<file path="config.mk">
export PLATFORM = sky130hd
export DESIGN_NAME = wsd_input
export DESIGN_NICKNAME = d
export VERILOG_FILES = /design/src/rtl/wsd_pkg.sv /design/src/rtl/wsd_input.sv
export SDC_FILE = /design/constraint.sdc
export NUM_CORES = 1
export LEC_CHECK = 0
export ABC_AREA = 1
export BUFFER_PORTS_ARGS = -buffer_cell sky130_fd_sc_hd__buf_2
export CAP_MARGIN = 20
export CORE_UTILIZATION = 53
export DETAILED_ROUTE_END_ITERATION = 6
export PLACE_DENSITY_LB_ADDON = 0.2
export RECOVER_POWER = 50
export SYNTH_ARGS = -nofsm -noshare
export SYNTH_HDL_FRONTEND = slang
export SYNTH_SLANG_ARGS = --single-unit
export TNS_END_PERCENT = 10
</file>
<file path="constraint.sdc">
create_clock -name CLOCK -period 1.52 [get_ports CLOCK]
set_input_delay 0 -clock CLOCK [delete_from_list [all_inputs] [get_ports CLOCK]]
set_output_delay 0 -clock CLOCK [all_outputs]
set_load 0.03 [all_outputs]
</file>
<file path="src/rtl/wsd_pkg.sv">
// constants and types for the wheel speed and direction input block
package wsd_pkg;

    // ----------------------------------------------------------------
    // register map
    // ----------------------------------------------------------------
    localparam logic [11:0] WSD_CTRL_ADDR   = 12'h000;
    localparam logic [11:0] WSD_STATUS_ADDR = 12'h004;
    localparam logic [11:0] WSD_TICKS_ADDR  = 12'h008;
    localparam logic [11:0] WSD_MARKS_ADDR  = 12'h00C;

    // ----------------------------------------------------------------
    // control fields
    // ----------------------------------------------------------------
    localparam int WSD_CTRL_DUAL_EDGE = 0;
    localparam int WSD_CTRL_TIME_MARK = 1;
    localparam int WSD_CTRL_POL_MAN   = 2;
    localparam int WSD_CTRL_POL_VAL   = 3;
    localparam int WSD_CTRL_DIR_SW    = 4;
    localparam int WSD_CTRL_DIR_SWVAL = 5;
    localparam int WSD_CTRL_SPD_OK    = 6;
    localparam int WSD_CTRL_CLR_CNT   = 7;
    localparam int WSD_CTRL_W         = 8;
    localparam logic [WSD_CTRL_W-1:0] WSD_CTRL_RESET = 8'h00;

    // ----------------------------------------------------------------
    // status fields
    // ----------------------------------------------------------------
    localparam int WSD_ST_POL_LEARNED = 0;
    localparam int WSD_ST_POLARITY    = 1;
    localparam int WSD_ST_FORWARD     = 2;
    localparam int WSD_ST_PULSE_LVL   = 3;

    localparam logic [31:0] WSD_ZERO = 32'h0000_0000;

    typedef enum logic [1:0] {WSD_IDLE, WSD_ACCESS} wsd_bus_t;

endpackage : wsd_pkg

</file>
<file path="src/rtl/wsd_input.sv">
// speed pulse and direction input capture with apb register access
`timescale 1ns/1ps
module wsd_input
    import wsd_pkg::*;
#(
    parameter int CNT_W = 32
)(
    // clock and reset
    input  wire logic        CLOCK,
    input  wire logic        RST_B,
    // vehicle pins
    input  wire logic        SPEED_PULSE_INPUT,
    input  wire logic        DIRECTION_INPUT,
    // apb slave
    input  wire logic        PSEL,
    input  wire logic        PENABLE,
    input  wire logic        PWRITE,
    input  wire logic [11:0] PADDR,
    input  wire logic [31:0] PWDATA,
    output logic      [31:0] PRDATA,
    output logic             PREADY,
    output logic             PSLVERR,
    // events
    output logic             TICK,
    output logic             TICK_FORWARD,
    output logic             TIME_MARK
);

    // ----------------------------------------------------------------
    // state
    // ----------------------------------------------------------------
    typedef struct packed {
        logic [1:0]            sp_sync;
        logic [1:0]            dir_sync;
        logic                  sp_prev;
        logic [WSD_CTRL_W-1:0] ctrl;
        logic                  pol_learned;
        logic                  polarity;
        logic [CNT_W-1:0]      ticks;
        logic [CNT_W-1:0]      marks;
        wsd_bus_t              bus;
        logic [31:0]           prdata;
        logic                  pready;
        logic                  pslverr;
        logic                  tick;
        logic                  tick_fwd;
        logic                  time_mark;
    } wsd_state_t;

    wsd_state_t r;
    wsd_state_t next_r;

    // ----------------------------------------------------------------
    // helpers
    // ----------------------------------------------------------------
    function automatic logic [31:0] wsd_zext(input logic [CNT_W-1:0] v);
        // counters wider than the bus word are cut to it
        wsd_zext = 32'(v);
    endfunction

    function automatic logic [CNT_W-1:0] wsd_inc(input logic [CNT_W-1:0] v);
        wsd_inc = v + 1'b1;
    endfunction

    function automatic logic [31:0] wsd_status(
        input logic learned,
        input logic pol,
        input logic direction_input,
        input logic lvl
    );
        wsd_status                     = WSD_ZERO;
        wsd_status[WSD_ST_POL_LEARNED] = learned;
        wsd_status[WSD_ST_POLARITY]    = pol;
        wsd_status[WSD_ST_FORWARD]     = direction_input;
        wsd_status[WSD_ST_PULSE_LVL]   = lvl;
    endfunction

    // ----------------------------------------------------------------
    // next state
    // ----------------------------------------------------------------
    logic sp_now;
    logic rise;
    logic fall;
    logic edge_hit;
    logic fwd_now;
    logic wr_ok;

    always_comb
    begin
        next_r = r;
        // ------------------------------------------------------------
        // synchronise pins
        // ------------------------------------------------------------
        // pins are asynchronous: two flops before any use
        next_r.sp_sync  = {r.sp_sync[0], SPEED_PULSE_INPUT};
        next_r.dir_sync = {r.dir_sync[0], DIRECTION_INPUT};
        sp_now          = r.sp_sync[1];
        next_r.sp_prev  = sp_now;
        rise            = sp_now & ~r.sp_prev;
        fall            = ~sp_now & r.sp_prev;
        edge_hit        = rise | (r.ctrl[WSD_CTRL_DUAL_EDGE] & fall);

        // ------------------------------------------------------------
        // direction and polarity
        // ------------------------------------------------------------
        // manual polarity holds learning off
        if (r.ctrl[WSD_CTRL_POL_MAN])
        begin
            next_r.polarity    = r.ctrl[WSD_CTRL_POL_VAL];
        end
        else if (!r.pol_learned && r.ctrl[WSD_CTRL_SPD_OK] && rise)
        begin
            next_r.polarity    = r.dir_sync[1];
            next_r.pol_learned = 1'b1;
        end
        if (r.ctrl[WSD_CTRL_DIR_SW])
            fwd_now = r.ctrl[WSD_CTRL_DIR_SWVAL];
        else
            fwd_now = ~(r.dir_sync[1] ^ next_r.polarity);

        // ------------------------------------------------------------
        // ticks or time marks
        // ------------------------------------------------------------
        next_r.tick      = 1'b0;
        next_r.time_mark = 1'b0;
        next_r.tick_fwd  = fwd_now;
        // time mark mode takes the pulse pin away from tick counting
        if (r.ctrl[WSD_CTRL_TIME_MARK])
        begin
            if (rise)
            begin
                next_r.time_mark = 1'b1;
                next_r.marks     = wsd_inc(r.marks);
            end
        end
        else if (edge_hit)
        begin
            next_r.tick  = 1'b1;
            next_r.ticks = wsd_inc(r.ticks);
        end

        // ------------------------------------------------------------
        // apb slave, one wait state
        // ------------------------------------------------------------
        wr_ok          = 1'b0;
        next_r.pready  = 1'b0;
        next_r.pslverr = 1'b0;
        // decode on the access edge, answer one cycle later
        unique case (r.bus)
            WSD_IDLE:
            begin
                if (PSEL && !PENABLE)
                    next_r.bus = WSD_ACCESS;
            end
            WSD_ACCESS:
            begin
                if (r.pready)
                    next_r.bus = WSD_IDLE;
                else
                begin
                    next_r.pready = 1'b1;
                    next_r.prdata = WSD_ZERO;
                    wr_ok         = PWRITE;
                    unique case (PADDR)
                        WSD_CTRL_ADDR:   next_r.prdata[WSD_CTRL_W-1:0] = r.ctrl;
                        WSD_STATUS_ADDR: next_r.prdata = wsd_status(r.pol_learned, r.polarity, fwd_now, sp_now);
                        WSD_TICKS_ADDR:  next_r.prdata = wsd_zext(r.ticks);
                        WSD_MARKS_ADDR:  next_r.prdata = wsd_zext(r.marks);
                        default:
                        begin
                            next_r.pslverr = 1'b1;
                            wr_ok          = 1'b0;
                        end
                    endcase

                    // --------------------------------------------------------
                    // control write
                    // --------------------------------------------------------
                    if (wr_ok && PADDR == WSD_CTRL_ADDR)
                    begin
                        next_r.ctrl = PWDATA[WSD_CTRL_W-1:0];
                        next_r.ctrl[WSD_CTRL_CLR_CNT] = 1'b0;
                        if (PWDATA[WSD_CTRL_CLR_CNT])
                        begin
                            // set wins: events of the clear cycle stay
                            next_r.ticks       = CNT_W'(next_r.tick);
                            next_r.marks       = CNT_W'(next_r.time_mark);
                            next_r.pol_learned = next_r.pol_learned & ~r.pol_learned;
                        end
                    end
                end
            end
            // unused enum codes fall back to idle
            default:
                next_r.bus = WSD_IDLE;
        endcase
    end

    // ----------------------------------------------------------------
    // state register
    // ----------------------------------------------------------------
    always_ff @(posedge CLOCK or negedge RST_B)
    begin
        if (!RST_B)
        begin
            r      <= '0;
            r.ctrl <= WSD_CTRL_RESET;
            r.bus  <= WSD_IDLE;
        end
        else
            r <= next_r;
    end

    // ----------------------------------------------------------------
    // outputs
    // ----------------------------------------------------------------
    assign PRDATA       = r.prdata;
    assign PREADY       = r.pready;
    assign PSLVERR      = r.pslverr;
    assign TICK         = r.tick;
    assign TICK_FORWARD = r.tick_fwd;
    assign TIME_MARK    = r.time_mark;

endmodule // wsd_input

</file>
==> impl_metrics.toml <==
[sta]
finalSetupViolCount = 34
grt_setup_unrepaired = "yes"
fmax_ghz = 0.572
worst_hold_slack_ps = 102
finalWorstSetupSlack_ps = -229
tightest_slew_ps = 862
final-hold-violation-count = 0
fin_skew_ps = 6.37
min_period_over_period_pct = 115
timing.final.crit_period_ps = 1750
slew_violations = 0
relSlewSlack_pct = 42.5

[outcome]
status = "finished with violations"
violations = "setup timing"

[yosys]
synth_seq_cells = 116
async_reset_ff_share_pct = 100
syn_area_mm2 = 0.00659
synth-edff-count = 0
syn_nets = 904
synth.top_cell.area_share_pct = 44.1
synth_warnings = 0
synth-main-ff-cell = "dfrtp_1"
avgSynthCellArea_um2 = 7.74
synth_area_leaders = "dfrtp_1 (44%), nand2_1 (13%), inv_1 (6.3%)"
seq_area_frac_synth_pct = 44.1
synth_top_cell_by_area = "dfrtp_1"
yosys.cell_types.count = 44
synthCells = 851

[hold_path]
min_from = "PADDR[0]"
hold_depth = 6
whs_endpoint = "PRDATA[2]"
hold_path.class = "in -> reg"

[clock_tree]
insertion_delay_ps = 420
path_clk_slew_ps = 50
clk_path_buf_depth = 2
clock-root-buffer = "clkbuf_16"
cts_buffers = 17
htreeDepth = 4
cts_sinks = 116
cts_tree = "done"

[worst_setup_path]
crit_type = "reg -> reg"
path_delay_family = "simple AND/OR/NAND/NOR gates"
crit_top_cell = "nor2_4"
crit_path_top_delay_cell = "dfrtp_1"
reg2reg_to = "r[93]"
worst-path-buf-inv = 0
crit_start = "r[71]"
r2r_start = "r[71]"
startpoint_type = "flip-flop"
end_kind = "flip-flop"
reg2reg_slack_ps = -230
slowest_delay_ps = 350
path_cells = "ha_2, nand2_2, nor2_4, nand3_4, nor2_4, nand2_2, nor2_4, nand2_4, nor2_2, nand2_1, a21oi_2"
crit_required_ps = 1870
path_max_fanout = 7
reg2reg_depth = 11
cp.arrival_ps = 2100

[drt]
dr_wl_met3_um = 1370
wl_met2_um = 8940
vias_per_cell = 5.33
via_count = 6268
dr.pass1.iters = 5
met1_length_um = 8180
first_iter_violations = 507
routed.top_layer = "met4"
routed_wl_um = 18900
drc = 0
postRouteAntennaNets = 0
wl_per_cell_um = 16.1

[global_routing]
grt_max_degree = 52
antenna_found_initial = 0
grt_pass1_wl_um = 30600
grt_overflow = 0
grt_pass1_vias = 6270
grt_use_total_pct = 31.2

[cells_and_area]
fillers = 998
drive_above_1_share_pct = 29.4
n_antenna_cell = 0
nets = 1049
areaGrowthSynthToFinish_pct = 28.0
fin_area_mm2 = 0.00843
final_cells = 1175
final_core_util_pct = 69.9

[flow_run]
maxCapViolCount = 0

[place]
dp_cells = 1128
dpl_cell_area_mm2 = 0.00752
dpl.hpwl_um = 13800
gp_congestion = 0.929
port_buffers = 63

[power]
powerDensity_mw_per_mm2 = 1000
power_leakage_nw = 4.52
ir_worst_vdd_mv = 0.669

[die]
initial_core_util_pct = 54.6
core_mm2 = 0.0121
dieArea_mm2 = 0.0129
die_h_um = 113
pin_count = 88
row_count = 40
die_w_um = 113
placed cells by master (no fill, tap or decap), drive strengths merged, types with 18 or more instances in the layout:
cell type	count
clkbuf	29
dfrtp	116
nand3	62
nand4	18
nor2	86
inv	117
o21ai	38
o22ai	21
a21oi	32
buf	159
nand2	246
xor2	20
how the worst max path moves through the flow:
stage | endpoint | slack (ps) | cells after the start
after global routing | r[93] | -350 | 11
after floorplan | r[87] | -10 | 12
after CTS | r[97] | -170 | 11
final | r[93] | -230 | 11
after global placement | r[87] | -120 | 12
after detailed placement | r[93] | -180 | 10
repair_timing:
item,4_1_cts,5_1_grt
resized for setup,28,44
buffers inserted,2,2
endpoints found under the hold margin,126,0
endpoints found under the setup margin,43,57
pin swaps,6,13
hold buffers,13,0
synth_stat cells (all sizes together), types with 6 or more instances:
master / n
mux2: 7
a21oi: 32
inv: 117
nand3: 62
nand2: 246
xor2: 20
o21ai: 38
dfrtp: 116
nor3: 15
buf: 44
nand4: 18
o22ai: 21
clkbuf: 6
nor2: 86
nor4: 9
worst register-to-register path, stage by stage (launching register included):
cell	delay [ps]
dfrtp_1	350
ha_2	190
nand2_2	70
nor2_4	110
nand3_4	90
nor2_4	140
nand2_2	80
nor2_4	210
nand2_4	130
nor2_2	110
nand2_1	80
a21oi_2	130
registers in the layout, indices dropped and copies added, names as in the netlist:
signal / count
PRDATA: 32
PREADY: 1
PSLVERR: 1
TICK: 1
TICK_FORWARD: 1
TIME_MARK: 1
next_r: 3
r: 76
report_power, final:
group | total (mW) | internal, mW | leakage, nW | switching, mW
sequential | 3.40 | 3.25 | 1.40 | 0.147
combinational | 1.29 | 0.455 | 2.85 | 0.837
clock | 3.75 | 2.39 | 0.273 | 1.37
metal layers:
metal | vias to the layer above | track usage [%]
met4 | 0 | 12.2
met5 | - | 0
met2 | 246 | 50.5
met1 | 2993 | 41.4
li1 | 2988 | -
met3 | 41 | 6.16
per-stage QoR:
| stage | setup WS [ps] | power (mW) | TNS [ps] |
|---|---|---|---|
| finish | -229 | 8.44 | -2840 |
| global route | -353 | 8.77 | -7870 |
| floorplan | -13.7 | 4.11 | -61.5 |
| detailed placement | -183 | 4.67 | -3200 |
| global placement | -124 | 4.62 | -1180 |
| CTS | -171 | 8.50 | -2090 |
layout make-up:
| class | count | area, µm² | share of cell area, % |
|---|---|---|---|
| multi-input cells | 567 | 3100 | 36.8 |
| clock inverters | 5 | 50.0 | 0.594 |
| clock buffers | 25 | 495 | 5.88 |
| inverters | 118 | 454 | 5.39 |
| flip-flops and latches | 116 | 2910 | 34.5 |
| well taps | 168 | 210 | 2.49 |
| repair buffers | 176 | 1210 | 14.4 |
cells by family (layout without fill, tap and decap cells):
group                      count (synthesis)  count (layout)  synth area share (%)
and+or+nand+nor                          441             441                  30.9
buffers and inverters                    168             324                  12.3
DFF                                      116             116                  44.1
AOI/OAI and AO/OA                         96              96                  8.34
xor gates and xnor gates                  21              21                  2.79
muxes                                      7               7                  1.20
adders and majority gates                  2               2                 0.380
No activity file was read; power rests on OpenSTA's default activity.
